--- src/hdl/sqm_defs.svh ---
// Purpose: constants of the switch global control block
// Assumes: 200 MHz clock
// Notes: register index times four is the byte address
//
// Summary of operation
// - reserve bit set gives 48 high-priority buffers per queue; resets 0
// - scheme 00, the reset value, always sends high priority first
// - schemes 01, 10, 11 interleave high/low at 10/1, 5/1, 2/1
// - mirror match needs both ports in one mode, either port in other
// - mii bit 7 enables half-duplex back pressure; resets 0
// - mii bit 6 set gives half duplex, clear gives full duplex
// - duplex bit reset value is taken from its strap pin
// - mii bit 5 enables flow control; reset value from strap pin
// - mii bit 4 set gives 10Mbps, clear 100Mbps; reset from strap
// - bit 3 set replaces null VID with 12-bit port VID; resets 0
// - bits 2-0 hold storm budget bits 10:8; reset 000
// - storm period is 50ms at 100Mbps, 500ms at 10Mbps
// - storm budget bits 7:0 in next register, reset 0x4A
`ifndef SQM_DEFS_SVH
`define SQM_DEFS_SVH

`define SQM_IDX_RSV 6'h04
`define SQM_IDX_PSC 6'h05
`define SQM_IDX_MII 6'h06
`define SQM_IDX_BLO 6'h07

`define SQM_BIT_RSV 0
`define SQM_BIT_SCH_HI 3
`define SQM_BIT_SCH_LO 2
`define SQM_BIT_SNIFF 0
`define SQM_BIT_BP 7
`define SQM_BIT_HALF 6
`define SQM_BIT_FC 5
`define SQM_BIT_10M 4
`define SQM_BIT_NVID 3
`define SQM_BIT_BHI 2

`define SQM_RST_PSC 8'h00
`define SQM_RST_MII 8'h00
`define SQM_RST_BLO 8'h4A

`define SQM_RSV_BUFS 6'h30
`define SQM_RATIO_10 4'hA
`define SQM_RATIO_5 4'h5
`define SQM_RATIO_2 4'h2
`define SQM_NULL_VID 12'h000

`define SQM_RESP_OKAY 2'h0
`define SQM_RESP_SLVERR 2'h2

`define SQM_CLK_MHZ 200
`define SQM_PERIOD_100M_MS 50
`define SQM_PERIOD_10M_MS 500
`define SQM_MS_TO_CYC(ms) ((ms) * `SQM_CLK_MHZ * 1000)
`define SQM_STRAP_WAIT 3'h4

`endif

--- src/hdl/sqm_pkg.sv ---
// Purpose: types of the switch global control block
// Assumes: nothing
// Notes: constants live in sqm_defs.svh
package sqm_pkg;
	typedef enum logic [1:0] {
		SQM_SCH_STRICT = 2'h0,
		SQM_SCH_10TO1 = 2'h1,
		SQM_SCH_5TO1 = 2'h2,
		SQM_SCH_2TO1 = 2'h3
	} sqm_scheme_e;
	typedef enum logic [1:0] {
		SQM_ST_WAIT = 2'h0,
		SQM_ST_LOAD = 2'h1,
		SQM_ST_DONE = 2'h3
	} sqm_strap_e;
	typedef struct packed {
		logic valid;
		logic src_match;
		logic dst_match;
	} sqm_mirror_s;
	typedef struct packed {
		logic valid;
		logic [11:0] vid;
		logic [11:0] pvid;
	} sqm_vid_s;
	typedef struct packed {
		logic duplex;
		logic flow_ctrl;
		logic speed;
	} sqm_strap_s;
	typedef logic [10:0] sqm_budget_t;
endpackage : sqm_pkg

--- src/hdl/sqm_global_ctrl.sv ---
// Purpose: global qos, mirror, switch mii and storm settings
// Assumes: AXI4-Lite slave, 8-bit registers in low byte lane
// Notes: bus is held off until the strap levels are loaded
//
// Design decision made here: the AXI4-Lite interface to the registers.
`timescale 1ns/10ps
`include "sqm_defs.svh"
module sqm_global_ctrl import sqm_pkg::*; #(
	parameter int unsigned PERIOD_100M_CYC = `SQM_MS_TO_CYC(`SQM_PERIOD_100M_MS),
	parameter int unsigned PERIOD_10M_CYC = `SQM_MS_TO_CYC(`SQM_PERIOD_10M_MS)
) (
	// clock and reset
	input wire logic clock,
	input wire logic resetn,
	// axi4-lite slave
	input wire logic [7:0] s_axi_awaddr,
	input wire logic s_axi_awvalid,
	output logic s_axi_awready,
	input wire logic [31:0] s_axi_wdata,
	input wire logic [3:0] s_axi_wstrb,
	input wire logic s_axi_wvalid,
	output logic s_axi_wready,
	output logic [1:0] s_axi_bresp,
	output logic s_axi_bvalid,
	input wire logic s_axi_bready,
	input wire logic [7:0] s_axi_araddr,
	input wire logic s_axi_arvalid,
	output logic s_axi_arready,
	output logic [31:0] s_axi_rdata,
	output logic [1:0] s_axi_rresp,
	output logic s_axi_rvalid,
	input wire logic s_axi_rready,
	// strap pins
	input wire logic duplex_strap_pin,
	input wire logic flow_ctrl_strap_pin,
	input wire logic speed_strap_pin,
	// switch mii settings
	output logic mii_backpressure_en,
	output logic mii_half_duplex,
	output logic mii_flow_ctrl_en,
	output logic mii_speed_10m,
	// buffer reservation per output queue
	output logic [5:0] hi_reserved_bufs,
	// egress scheduler
	input wire logic hi_queued,
	input wire logic lo_queued,
	input wire logic pick_req,
	output logic pick_valid,
	output logic pick_hi,
	// mirroring
	input wire sqm_mirror_s mirror_chk,
	output logic mirror_hit,
	// null vid replacement
	input wire sqm_vid_s vid_in,
	output logic vid_out_valid,
	output logic [11:0] vid_out,
	// broadcast storm, port 4 is the switch mii port
	input wire logic [3:0] port_speed_10m,
	input wire logic [4:0] bcast_blk,
	output logic [4:0] bcast_drop
);
	//--------------------------------------------------
	// strap capture
	//--------------------------------------------------
	sqm_strap_s strap_lvl;
	sqm_strap_e st_r, st_nxt;
	logic [2:0] st_cnt_r, st_cnt_nxt;
	logic done;

	sqm_strap_sync u_sync (
		.clock(clock),
		.resetn(resetn),
		.pins({duplex_strap_pin, flow_ctrl_strap_pin, speed_strap_pin}),
		.level(strap_lvl)
	);

	always_comb begin
		st_nxt = st_r;
		st_cnt_nxt = st_cnt_r;
		unique case (st_r)
			SQM_ST_WAIT: begin
				st_cnt_nxt = 3'(st_cnt_r + 3'h1);
				if (st_cnt_r == `SQM_STRAP_WAIT) begin
					st_nxt = SQM_ST_LOAD;
				end
			end
			SQM_ST_LOAD: st_nxt = SQM_ST_DONE;
			SQM_ST_DONE: st_nxt = SQM_ST_DONE;
			default: st_nxt = SQM_ST_WAIT;
		endcase
	end

	always_ff @(posedge clock or negedge resetn) begin
		if (!resetn) begin
			st_r <= SQM_ST_WAIT;
			st_cnt_r <= 3'h0;
		end else begin
			st_r <= st_nxt;
			st_cnt_r <= st_cnt_nxt;
		end
	end

	assign done = (st_r == SQM_ST_DONE);

	//--------------------------------------------------
	// axi4-lite handshakes
	//--------------------------------------------------
	logic awr_r, awr_nxt, wr_r, wr_nxt, bv_r, bv_nxt, arr_r, arr_nxt, rv_r, rv_nxt;
	logic awh_r, awh_nxt, wh_r, wh_nxt, aw_take, w_take, ar_take, do_wr;
	logic [7:0] wa_r, wa_nxt, wd_r, wd_nxt, wa;
	logic ws_r, ws_nxt, ws;
	logic [7:0] wdat, rbyte;
	logic [1:0] br_r, br_nxt, rr_r, rr_nxt;
	logic [31:0] rd_r, rd_nxt;

	function automatic logic mapped(input logic [7:0] a);
		mapped = a[7:2] >= `SQM_IDX_RSV && a[7:2] <= `SQM_IDX_BLO;
	endfunction : mapped

	assign aw_take = s_axi_awvalid && awr_r;
	assign w_take = s_axi_wvalid && wr_r;
	assign ar_take = s_axi_arvalid && arr_r;
	assign do_wr = (awh_r || aw_take) && (wh_r || w_take) && !bv_r;
	assign wa = awh_r ? wa_r : s_axi_awaddr;
	assign wdat = wh_r ? wd_r : s_axi_wdata[7:0];
	assign ws = wh_r ? ws_r : s_axi_wstrb[0];

	always_comb begin
		awh_nxt = (awh_r || aw_take) && !do_wr;
		wh_nxt = (wh_r || w_take) && !do_wr;
		wa_nxt = aw_take ? s_axi_awaddr : wa_r;
		wd_nxt = w_take ? s_axi_wdata[7:0] : wd_r;
		ws_nxt = w_take ? s_axi_wstrb[0] : ws_r;
		bv_nxt = do_wr || (bv_r && !s_axi_bready);
		br_nxt = br_r;
		if (do_wr) begin
			br_nxt = mapped(wa) ? `SQM_RESP_OKAY : `SQM_RESP_SLVERR;
		end
		awr_nxt = done && !awh_nxt && !bv_nxt;
		wr_nxt = done && !wh_nxt && !bv_nxt;
		rv_nxt = ar_take || (rv_r && !s_axi_rready);
		arr_nxt = done && !rv_nxt;
		rd_nxt = rd_r;
		rr_nxt = rr_r;
		if (ar_take) begin
			rd_nxt = {24'h000000, rbyte};
			rr_nxt = mapped(s_axi_araddr) ? `SQM_RESP_OKAY : `SQM_RESP_SLVERR;
		end
	end

	always_ff @(posedge clock or negedge resetn) begin
		if (!resetn) begin
			awr_r <= 1'b0;
			wr_r <= 1'b0;
			bv_r <= 1'b0;
			arr_r <= 1'b0;
			rv_r <= 1'b0;
			awh_r <= 1'b0;
			wh_r <= 1'b0;
			wa_r <= 8'h00;
			wd_r <= 8'h00;
			ws_r <= 1'b0;
			br_r <= `SQM_RESP_OKAY;
			rr_r <= `SQM_RESP_OKAY;
			rd_r <= 32'h00000000;
		end else begin
			awr_r <= awr_nxt;
			wr_r <= wr_nxt;
			bv_r <= bv_nxt;
			arr_r <= arr_nxt;
			rv_r <= rv_nxt;
			awh_r <= awh_nxt;
			wh_r <= wh_nxt;
			wa_r <= wa_nxt;
			wd_r <= wd_nxt;
			ws_r <= ws_nxt;
			br_r <= br_nxt;
			rr_r <= rr_nxt;
			rd_r <= rd_nxt;
		end
	end

	//--------------------------------------------------
	// register file
	//--------------------------------------------------
	logic rsv_r, rsv_nxt;
	logic [7:0] psc_r, psc_nxt, mii_r, mii_nxt, blo_r, blo_nxt;
	logic [5:0] bufs_r, bufs_nxt;

	always_comb begin
		rsv_nxt = rsv_r;
		psc_nxt = psc_r;
		mii_nxt = mii_r;
		blo_nxt = blo_r;
		if (st_r == SQM_ST_LOAD) begin
			mii_nxt[`SQM_BIT_HALF] = strap_lvl.duplex;
			mii_nxt[`SQM_BIT_FC] = strap_lvl.flow_ctrl;
			mii_nxt[`SQM_BIT_10M] = strap_lvl.speed;
		end
		if (do_wr && ws) begin
			case (wa[7:2])
				`SQM_IDX_RSV: rsv_nxt = wdat[`SQM_BIT_RSV];
				`SQM_IDX_PSC: psc_nxt = wdat;
				`SQM_IDX_MII: mii_nxt = wdat;
				`SQM_IDX_BLO: blo_nxt = wdat;
				default: ;
			endcase
		end
		bufs_nxt = rsv_r ? `SQM_RSV_BUFS : 6'h00;
	end

	always_comb begin
		case (s_axi_araddr[7:2])
			`SQM_IDX_RSV: rbyte = {7'h00, rsv_r};
			`SQM_IDX_PSC: rbyte = psc_r;
			`SQM_IDX_MII: rbyte = mii_r;
			`SQM_IDX_BLO: rbyte = blo_r;
			default: rbyte = 8'h00;
		endcase
	end

	always_ff @(posedge clock or negedge resetn) begin
		if (!resetn) begin
			rsv_r <= 1'b0;
			psc_r <= `SQM_RST_PSC;
			mii_r <= `SQM_RST_MII;
			blo_r <= `SQM_RST_BLO;
			bufs_r <= 6'h00;
		end else begin
			rsv_r <= rsv_nxt;
			psc_r <= psc_nxt;
			mii_r <= mii_nxt;
			blo_r <= blo_nxt;
			bufs_r <= bufs_nxt;
		end
	end

	//--------------------------------------------------
	// egress scheduler, mirror match, null vid
	//--------------------------------------------------
	sqm_scheme_e sch;
	logic [3:0] ratio, stk_r, stk_nxt;
	logic pv_r, pv_nxt, ph_r, ph_nxt, mh_r, mh_nxt, vv_r, vv_nxt;
	logic [11:0] vo_r, vo_nxt;

	assign sch = sqm_scheme_e'(psc_r[`SQM_BIT_SCH_HI:`SQM_BIT_SCH_LO]);

	always_comb begin
		unique case (sch)
			SQM_SCH_STRICT: ratio = 4'h0;
			SQM_SCH_10TO1: ratio = `SQM_RATIO_10;
			SQM_SCH_5TO1: ratio = `SQM_RATIO_5;
			SQM_SCH_2TO1: ratio = `SQM_RATIO_2;
		endcase
		stk_nxt = stk_r;
		pv_nxt = 1'b0;
		ph_nxt = ph_r;
		if (pick_req && (hi_queued || lo_queued)) begin
			pv_nxt = 1'b1;
			if (sch == SQM_SCH_STRICT) begin
				ph_nxt = hi_queued;
			end else begin
				ph_nxt = hi_queued && (!lo_queued || stk_r < ratio);
			end
			if (!ph_nxt) begin
				stk_nxt = 4'h0;
			end else if (lo_queued && sch != SQM_SCH_STRICT) begin
				stk_nxt = 4'(stk_r + 4'h1);
			end
		end
		mh_nxt = mirror_chk.valid && (psc_r[`SQM_BIT_SNIFF] ?
			(mirror_chk.src_match && mirror_chk.dst_match) :
			(mirror_chk.src_match || mirror_chk.dst_match));
		vv_nxt = vid_in.valid;
		vo_nxt = vo_r;
		if (vid_in.valid) begin
			vo_nxt = (mii_r[`SQM_BIT_NVID] && vid_in.vid == `SQM_NULL_VID) ? vid_in.pvid : vid_in.vid;
		end
	end

	always_ff @(posedge clock or negedge resetn) begin
		if (!resetn) begin
			stk_r <= 4'h0;
			pv_r <= 1'b0;
			ph_r <= 1'b0;
			mh_r <= 1'b0;
			vv_r <= 1'b0;
			vo_r <= 12'h000;
		end else begin
			stk_r <= stk_nxt;
			pv_r <= pv_nxt;
			ph_r <= ph_nxt;
			mh_r <= mh_nxt;
			vv_r <= vv_nxt;
			vo_r <= vo_nxt;
		end
	end

	//--------------------------------------------------
	// storm period dividers and metering
	//--------------------------------------------------
	logic [26:0] pf_r, pf_nxt, ps_r, ps_nxt;
	logic tf_r, tf_nxt, ts_r, ts_nxt;

	always_comb begin
		tf_nxt = (pf_r == 27'(PERIOD_100M_CYC - 1));
		ts_nxt = (ps_r == 27'(PERIOD_10M_CYC - 1));
		pf_nxt = tf_nxt ? 27'h0000000 : 27'(pf_r + 27'h0000001);
		ps_nxt = ts_nxt ? 27'h0000000 : 27'(ps_r + 27'h0000001);
	end

	always_ff @(posedge clock or negedge resetn) begin
		if (!resetn) begin
			pf_r <= 27'h0000000;
			ps_r <= 27'h0000000;
			tf_r <= 1'b0;
			ts_r <= 1'b0;
		end else begin
			pf_r <= pf_nxt;
			ps_r <= ps_nxt;
			tf_r <= tf_nxt;
			ts_r <= ts_nxt;
		end
	end

	sqm_storm_meter u_storm (
		.clock(clock),
		.resetn(resetn),
		.tick_100m(tf_r),
		.tick_10m(ts_r),
		.budget({mii_r[`SQM_BIT_BHI:0], blo_r}),
		.speed_10m({mii_r[`SQM_BIT_10M], port_speed_10m}),
		.blk(bcast_blk),
		.drop(bcast_drop)
	);

	//--------------------------------------------------
	// outputs
	//--------------------------------------------------
	assign s_axi_awready = awr_r;
	assign s_axi_wready = wr_r;
	assign s_axi_bvalid = bv_r;
	assign s_axi_bresp = br_r;
	assign s_axi_arready = arr_r;
	assign s_axi_rvalid = rv_r;
	assign s_axi_rresp = rr_r;
	assign s_axi_rdata = rd_r;
	assign mii_backpressure_en = mii_r[`SQM_BIT_BP];
	assign mii_half_duplex = mii_r[`SQM_BIT_HALF];
	assign mii_flow_ctrl_en = mii_r[`SQM_BIT_FC];
	assign mii_speed_10m = mii_r[`SQM_BIT_10M];
	assign hi_reserved_bufs = bufs_r;
	assign pick_valid = pv_r;
	assign pick_hi = ph_r;
	assign mirror_hit = mh_r;
	assign vid_out_valid = vv_r;
	assign vid_out = vo_r;
endmodule : sqm_global_ctrl

--- src/hdl/sqm_storm_meter.sv ---
// Purpose: per-port broadcast storm metering
// Assumes: one pulse per 64-byte broadcast block
// Notes: counter saturates so a long storm cannot wrap under budget
`timescale 1ns/10ps
module sqm_storm_meter import sqm_pkg::*; (
	// clock and reset
	input wire logic clock,
	input wire logic resetn,
	// period ticks and budget
	input wire logic tick_100m,
	input wire logic tick_10m,
	input wire sqm_budget_t budget,
	// ports
	input wire logic [4:0] speed_10m,
	input wire logic [4:0] blk,
	output logic [4:0] drop
);
	genvar i;
	generate
		for (i = 0; i < 5; i++) begin : g_port
			logic [11:0] cnt_r, cnt_nxt;
			logic drop_r, drop_nxt, tick;

			assign tick = speed_10m[i] ? tick_10m : tick_100m;

			always_comb begin
				cnt_nxt = cnt_r;
				drop_nxt = drop_r;
				if (tick) begin
					cnt_nxt = {11'h000, blk[i]};
					drop_nxt = 1'b0;
				end else if (blk[i] && cnt_r != 12'hFFF) begin
					cnt_nxt = 12'(cnt_r + 12'h001);
				end
				if (cnt_nxt > {1'b0, budget}) begin
					drop_nxt = 1'b1;
				end
			end

			always_ff @(posedge clock or negedge resetn) begin
				if (!resetn) begin
					cnt_r <= 12'h000;
					drop_r <= 1'b0;
				end else begin
					cnt_r <= cnt_nxt;
					drop_r <= drop_nxt;
				end
			end

			assign drop[i] = drop_r;

		end
	endgenerate
endmodule : sqm_storm_meter

--- src/hdl/sqm_strap_sync.sv ---
// Purpose: three-stage synchroniser for strap pins
// Assumes: pins are asynchronous to clock
// Notes: output moves only when stages two and three agree
`timescale 1ns/10ps
module sqm_strap_sync import sqm_pkg::*; (
	// clock and reset
	input wire logic clock,
	input wire logic resetn,
	// pins and filtered level
	input wire sqm_strap_s pins,
	output sqm_strap_s level
);
	logic [2:0] q1_r, q2_r, q3_r, lvl_r, lvl_nxt;

	genvar i;
	generate
		for (i = 0; i < 3; i++) begin : g_bit
			always_comb begin
				lvl_nxt[i] = (q2_r[i] == q3_r[i]) ? q3_r[i] : lvl_r[i];
			end
			always_ff @(posedge clock or negedge resetn) begin
				if (!resetn) begin
					q1_r[i] <= 1'b0;
					q2_r[i] <= 1'b0;
					q3_r[i] <= 1'b0;
					lvl_r[i] <= 1'b0;
				end else begin
					q1_r[i] <= pins[i];
					q2_r[i] <= q1_r[i];
					q3_r[i] <= q2_r[i];
					lvl_r[i] <= lvl_nxt[i];
				end
			end
		end
	endgenerate

	assign level = lvl_r;
endmodule : sqm_strap_sync

--- config.mk ---
export PLATFORM = sky130hd
export DESIGN_NAME = sqm_global_ctrl
export DESIGN_NICKNAME = d
export VERILOG_FILES = /design/src/hdl/sqm_pkg.sv /design/src/hdl/sqm_global_ctrl.sv /design/src/hdl/sqm_storm_meter.sv /design/src/hdl/sqm_strap_sync.sv
export VERILOG_INCLUDE_DIRS = /design/src /design/src/hdl
export SDC_FILE = /design/constraint.sdc
export NUM_CORES = 1
export LEC_CHECK = 0
export ABC_AREA = 1
export BUFFER_PORTS_ARGS = -buffer_cell sky130_fd_sc_hd__buf_2
export CAP_MARGIN = 20
export CORE_MARGIN = 8
export CORE_UTILIZATION = 37
export CTS_CLUSTER_DIAMETER = 60
export CTS_CLUSTER_SIZE = 12
export DETAILED_ROUTE_END_ITERATION = 16
export GPL_TIMING_DRIVEN = 0
export PLACE_DENSITY = 0.61
export SYNTH_ARGS = -nofsm -noshare
export SYNTH_HDL_FRONTEND = slang
export SYNTH_SLANG_ARGS = --single-unit
--- constraint.sdc ---
create_clock -name clock -period 3.4 [get_ports clock]
set_input_delay 0.85 -clock clock [delete_from_list [all_inputs] [get_ports clock]]
set_output_delay 0.85 -clock clock [all_outputs]
set_load 0.02 [all_outputs]
# Word level (Yosys, flattened, before mapping)
# Cells that the tools add are included.
# word_totals
register_bits	225
out_inout_bits	72
wordCells	204
input_bits	102
# op_classes
reduce_logical	59
n_addsub	9
mux	47
magnitude_cmp	10
eq_ne	26
# op_table
operator	n
$mux 12	11
$add 12x1->12 const B	5
$gt 12x11->1	5
$ne 12x12->1 const B	5
$add 27x1->27 const B	2
$mux 27	2
$eq 6x3->1 const B	8
$pmux 8 s4	1
$logic_and 1x1->1	28
$eq 27x24->1 const B	1
$eq 27x27->1 const B	1
$mux 1	20
$mux 8	2
$pmux 4 s4	1
$mux 7	2
$ge 6x3->1 const B	2
$le 6x3->1 const B	2
$logic_not 12->1	1
$reduce_bool 2->1	6
$reduce_and 2->1	5
$logic_not 1->1	9
$mux 4	2
$logic_or 1x1->1	7
$eq 2x2->1 const B	3
other kinds (14)	20

# Depth between registers and ports, before layout
# logic_depth
depth_word	9
mapped_depth	24
depth_no_buf	24

# By module
# From an unflattened synthesis, not the netlist that was laid out.
# unflattened
hier_cells	1686
hier_area_um2	12942.4
# by_module_without_submodules
mod	instances	area_each_um2	cells_each	seq_area_each_um2
sqm_global_ctrl	1	7495.9	947	3482.1
sqm_storm_meter	1	5097.4	715	1626.6
sqm_strap_sync	1	349.1	24	300.3

# Worst setup path before layout
# Ideal clock, no wire load.
# synth_timing
path_kind	input-to-reg
from	input port port_speed_10m[2]
to	register u_storm.g_port[2].drop_r
setup_time_ns	0.117
slack_ns	0.856
path_buffers	0
required_time_ns	3.283
stages	15
arrival_ns	2.427
cell_sequence	o21ai_0 inv_1 o21ai_0 a21oi_1 ha_1 a21oi_1 nor2_1 nor2_1 nand2_1 nand2_1 nand2_1 nand2_1 nand2_1 nand2_1 nand2_1
# synth_via
elab_chain_len	4
elab_cells_between_ends	5
classes_between	order compare (1); mux (3); reduce/logical (1)
# synth_lines
element	line_no	source
from (decl)	sqm_global_ctrl.sv:58	input wire logic [3:0] port_speed_10m,
$mux 1 *	sqm_storm_meter.sv:24	assign tick = speed_10m[i] ? tick_10m : tick_100m;
$mux 12 *	sqm_storm_meter.sv:29	if (tick) begin
named net u_storm.g_port[2].cnt_nxt[5]	sqm_storm_meter.sv:21	logic [11:0] cnt_r, cnt_nxt;
$gt 12x11->1 *	sqm_storm_meter.sv:35	if (cnt_nxt > {1'b0, budget}) begin
$mux 1 / $reduce_bool 2->1 (equally long branches)	--	
to (signal assigned)	sqm_storm_meter.sv:46	drop_r <= drop_nxt;
to (decl)	sqm_storm_meter.sv:22	logic drop_r, drop_nxt, tick;
# Mark *: on every way through the listed nets, which the timed path passes. The rest lies on a longest branch.
# A chain may end at the register's enable or synchronous reset.

# Worst setup path after layout
# layout_timing
from	register u_storm.g_port[4].cnt_r[0]
to	register u_storm.g_port[4].drop_r
# layout_via
elab_chain_len	6
elab_cells_between_ends	8
classes_between	add/sub (1); order compare (1); eq/ne (1); mux (3); reduce/logical (2)
# layout_lines
element	line_no	source
from (decl)	sqm_storm_meter.sv:21	
from (signal assigned)	sqm_storm_meter.sv:45	cnt_r <= cnt_nxt;
parallel branches: the longest is 2 deep, another holds $add 12x1->12	--	
$mux 12 *	sqm_storm_meter.sv:32	end else if (blk[i] && cnt_r != 12'hFFF) begin
$mux 12 *	sqm_storm_meter.sv:29	
named net u_storm.g_port[4].cnt_nxt[3]	sqm_storm_meter.sv:21	
$gt 12x11->1 *	sqm_storm_meter.sv:35	
$mux 1 / $reduce_bool 2->1 (equally long branches)	--	
to (signal assigned)	sqm_storm_meter.sv:46	
to (decl)	sqm_storm_meter.sv:22	
# Mark *: on every way through the listed nets, which the timed path passes.

==> flow_summary.toml <==
[power]
clock_power_share_pct = 28.1
comb_power_share_pct = 32.3
p_seq_share_pct = 39.6
p_leak_nw = 7.298
vdd_drop_max_mv = 0.3684
power.density_nw_per_um2 = 599.0
internal_power_mw = 5.534
switching_share_pct = 36.87
switching_power_mw = 3.232

[logic_synthesis]
synth-simple-area-share_pct = 26.34
synth_edf_count = 0
synth_top_area_share_pct = 42.29
synth_compound_area_share_pct = 9.093
synth.avg_cell_area_sq_um = 7.709
netlist_top_cells_area = "dfrtp_1, nand2_1, inv_1, ha_1, nor2_1"
netlist_area_sq_um = 12600
synth_cell_types = 42
ys_seq_area_share_pct = 42.91
synthTopCellsByCount = "nand2_1, inv_1, dfrtp_1"
yosys_warnings = 0
yosysMostFrequentCell = "nand2_1"
syn-instance-count = 1635
yosysTopAreaCell = "dfrtp_1"
ys_seq_elements = 216
synthAdderAreaFrac_pct = 6.988
synthMuxAreaShare_pct = 0.7941
ys_async_sr_fraction_pct = 100.0
synth_xor_area_share_pct = 3.683
synth_top_family_by_area = "simple AND/OR/NAND/NOR gates"
synthFlopType = "dfrtp_1"

[timing]
maxSlewViolCount = 0
period_share_pct = 88.21
post-route-min-period_ns = 2.999
final-setup-viol-count = 0
fmax_mhz = 333.4
rsz0062_at_grt = "no"
max_slew_margin_pct = 49.62
hold_viol = 0
worstMarginPinSlew_ns = 0.7507
finClkSkew_ns = 0.009817

[cts]
cts_num_sinks = 216
cts_resized = 0
numCtsBuffers = 24
path_clk_slew_ns = 0.06
clockBufferDepth = 3
root_buffer = "clkbuf_16"
cts_max_level = 1
post_cts_buffers = 0
clock_insertion_delay_worst_skew_ns = 0.51
cts_tree = "yes"
ctsHoldBuffers = 0

[layout]
multi_input_area_sq_um = 6023
area_growth_pct = 16.10
design_area_sq_um = 14630
seq_area_sq_um = 5409
fin_cells = 2266
nets = 1974
final_layout_size_suffix_gt1_share_pct = 12.99
fillCellCount = 3425

[routing]
ant_nets = 0
drc = 0
drtIter0Drc = 577
vias = 10780
dr.pass1.iters = 5
routedWlPerCell_microns = 13.92
wl_microns = 31550
via_per_inst = 4.758

[global_routing]
track_usage_pct = 15.40
grt_max_degree = 97
grt_pass1_wl_microns = 52250
grt_pass1_vias = 10480
antenna_found_initial = 1
overflow = 0

[placed_design]
globalplace.congestion = 0.8809
dpl.hpwl_microns = 23950
placed_cells = 2226
placed_cell_area_sq_um = 13900
io_buffers = 112

[setup_path]
crit_arrival_ns = 3.40
cp_max_fo = 10
worstSetupPathType = "reg -> reg"
crit_required_ns = 3.80
critPathCaptureType = "register"
cp-start-kind = "register"

[die]
core_area_sq_um = 33530
core.rowCount = 67
die_area_sq_um = 40230
start_util_pct = 37.59
die-height_microns = 200.6
io_pins = 174
die_w_microns = 200.6

[worst_hold_path]
hold_class = "in -> async"

[status]
status = "completed"

[job]
cap_violations = 0
state kept, by name, indices dropped and copies added, names as in the netlist, 12 cells and up:
signal	count
u_storm.g_port.cnt_r	60
pf_r	27
ps_r	27
vid_out	12
layer usage:
layer  track usage (%)  up-vias  wire length [microns]
li1                  -     5545                      -
met1             19.58     4973                  14090
met2             27.09      198                  15440
met3             1.856       65                   1084
met4             4.520        0                    927
met5                 0        -                      0
stage by stage:
stage | setup WS [ns] | power (mW) | setup TNS, ns | util, % | hold slack (ns)
after floorplan | 0.8561 | 5.510 | 0 | - | 0.3312
final | 0.4009 | 8.765 | 0 | 43.64 | 0.1775
after detailed placement | 0.2220 | 6.346 | 0 | 41.45 | 0.3497
after CTS | 0.3925 | 8.867 | 0 | 43.63 | 0.1636
after global placement | -2.399 | 6.246 | -508.69 | 41.26 | 0.3390
after global routing | 0.07981 | 9.467 | 0 | 43.64 | 0.1739
power by group through the flow:
stage | Combinational, mW | Clock [mW] | Sequential, mW
floorplan | 2.04 | 0 | 3.47
global placement | 2.75 | 0 | 3.49
detailed placement | 2.84 | 0 | 3.50
CTS | 2.86 | 2.55 | 3.46
global route | 3.29 | 2.64 | 3.54
finish | 2.83 | 2.46 | 3.47
cell usage in the layout, fill, tap and decap left out, drive strengths merged, types with 5 or more instances in the layout:
cell    count
mux2        8
clkbuf     42
nor4       12
or2         5
o21ai     109
a21oi      78
ha         68
dfrtp     213
nor3b       5
nand2     393
nand4      31
conb       30
xor2       35
a31oi       7
inv       238
a21o        5
nor3       48
clkinv      5
nand3      86
xnor2      18
buf       158
nor2      201
worst max-delay path, stage by stage (launching register included):
cell and delay [ns]:
dfrtp_1 0.39, ha_1 0.25, inv_1 0.07, nor2_1 0.20, nand3_1 0.11, nand2_1 0.23, inv_1 0.14, buf_6 0.16
nand2_1 0.07, o21ai_0 0.07, a21oi_1 0.20, ha_1 0.28, nand2_1 0.11, inv_1 0.05, nand2_1 0.05, nand2_1 0.05
nand2_1 0.06, nand2_1 0.04, nand2_1 0.05, nand2_1 0.05, nand2_1 0.06, nand2_1 0.04, nand2_1 0.09, nand2_1 0.05
layout make-up:
cell class	instances	area share, %
sequential	216	36.96
inverter	238	6.105
tap	448	3.830
clock buffer	31	4.497
clock inverter	8	0.5044
timing repair buffer	114	4.275
buffer	55	2.650
antenna	1	0.01710
multi-input combinational	1155	41.16
cells by family (layout without fill, tap and decap cells):
| group | count (synthesis) | count (layout) |
|---|---|---|
| adder cells (fa/ha/maj) | 71 | 71 |
| multiplexers | 9 | 9 |
| AO/OA/AOI/OAI | 208 | 208 |
| AND/OR/NAND/NOR | 784 | 784 |
| flip-flops | 216 | 216 |
| XOR/XNOR | 53 | 53 |
| other | 1 | 31 |
| buffers and inverters | 293 | 446 |
final timing paths:
kind | startpoint | endpoint | slack, ns | depth (start not counted)
max | u_storm.g_port[4].cnt_r[0]$_DFF_PN0_ | u_storm.g_port[4].drop_r$_DFFE_PN0P_ | 0.40 | 23
min | resetn | pf_r[19]$_DFF_PN0_ | 0.18 | 1
max reg2reg | u_storm.g_port[4].cnt_r[0]$_DFF_PN0_ | u_storm.g_port[4].drop_r$_DFFE_PN0P_ | 0.40 | 23
min reg2reg | u_sync.q1_r[1]$_DFF_PN0_ | u_sync.q2_r[1]$_DFF_PN0_ | 0.36 | 0
max in group asynchronous | resetn | u_storm.g_port[2].drop_r$_DFFE_PN0P_ | 2.04 | 3
min in group clock | u_sync.q1_r[1]$_DFF_PN0_ | u_sync.q2_r[1]$_DFF_PN0_ | 0.36 | 0
(Power assumes the default switching activity.)
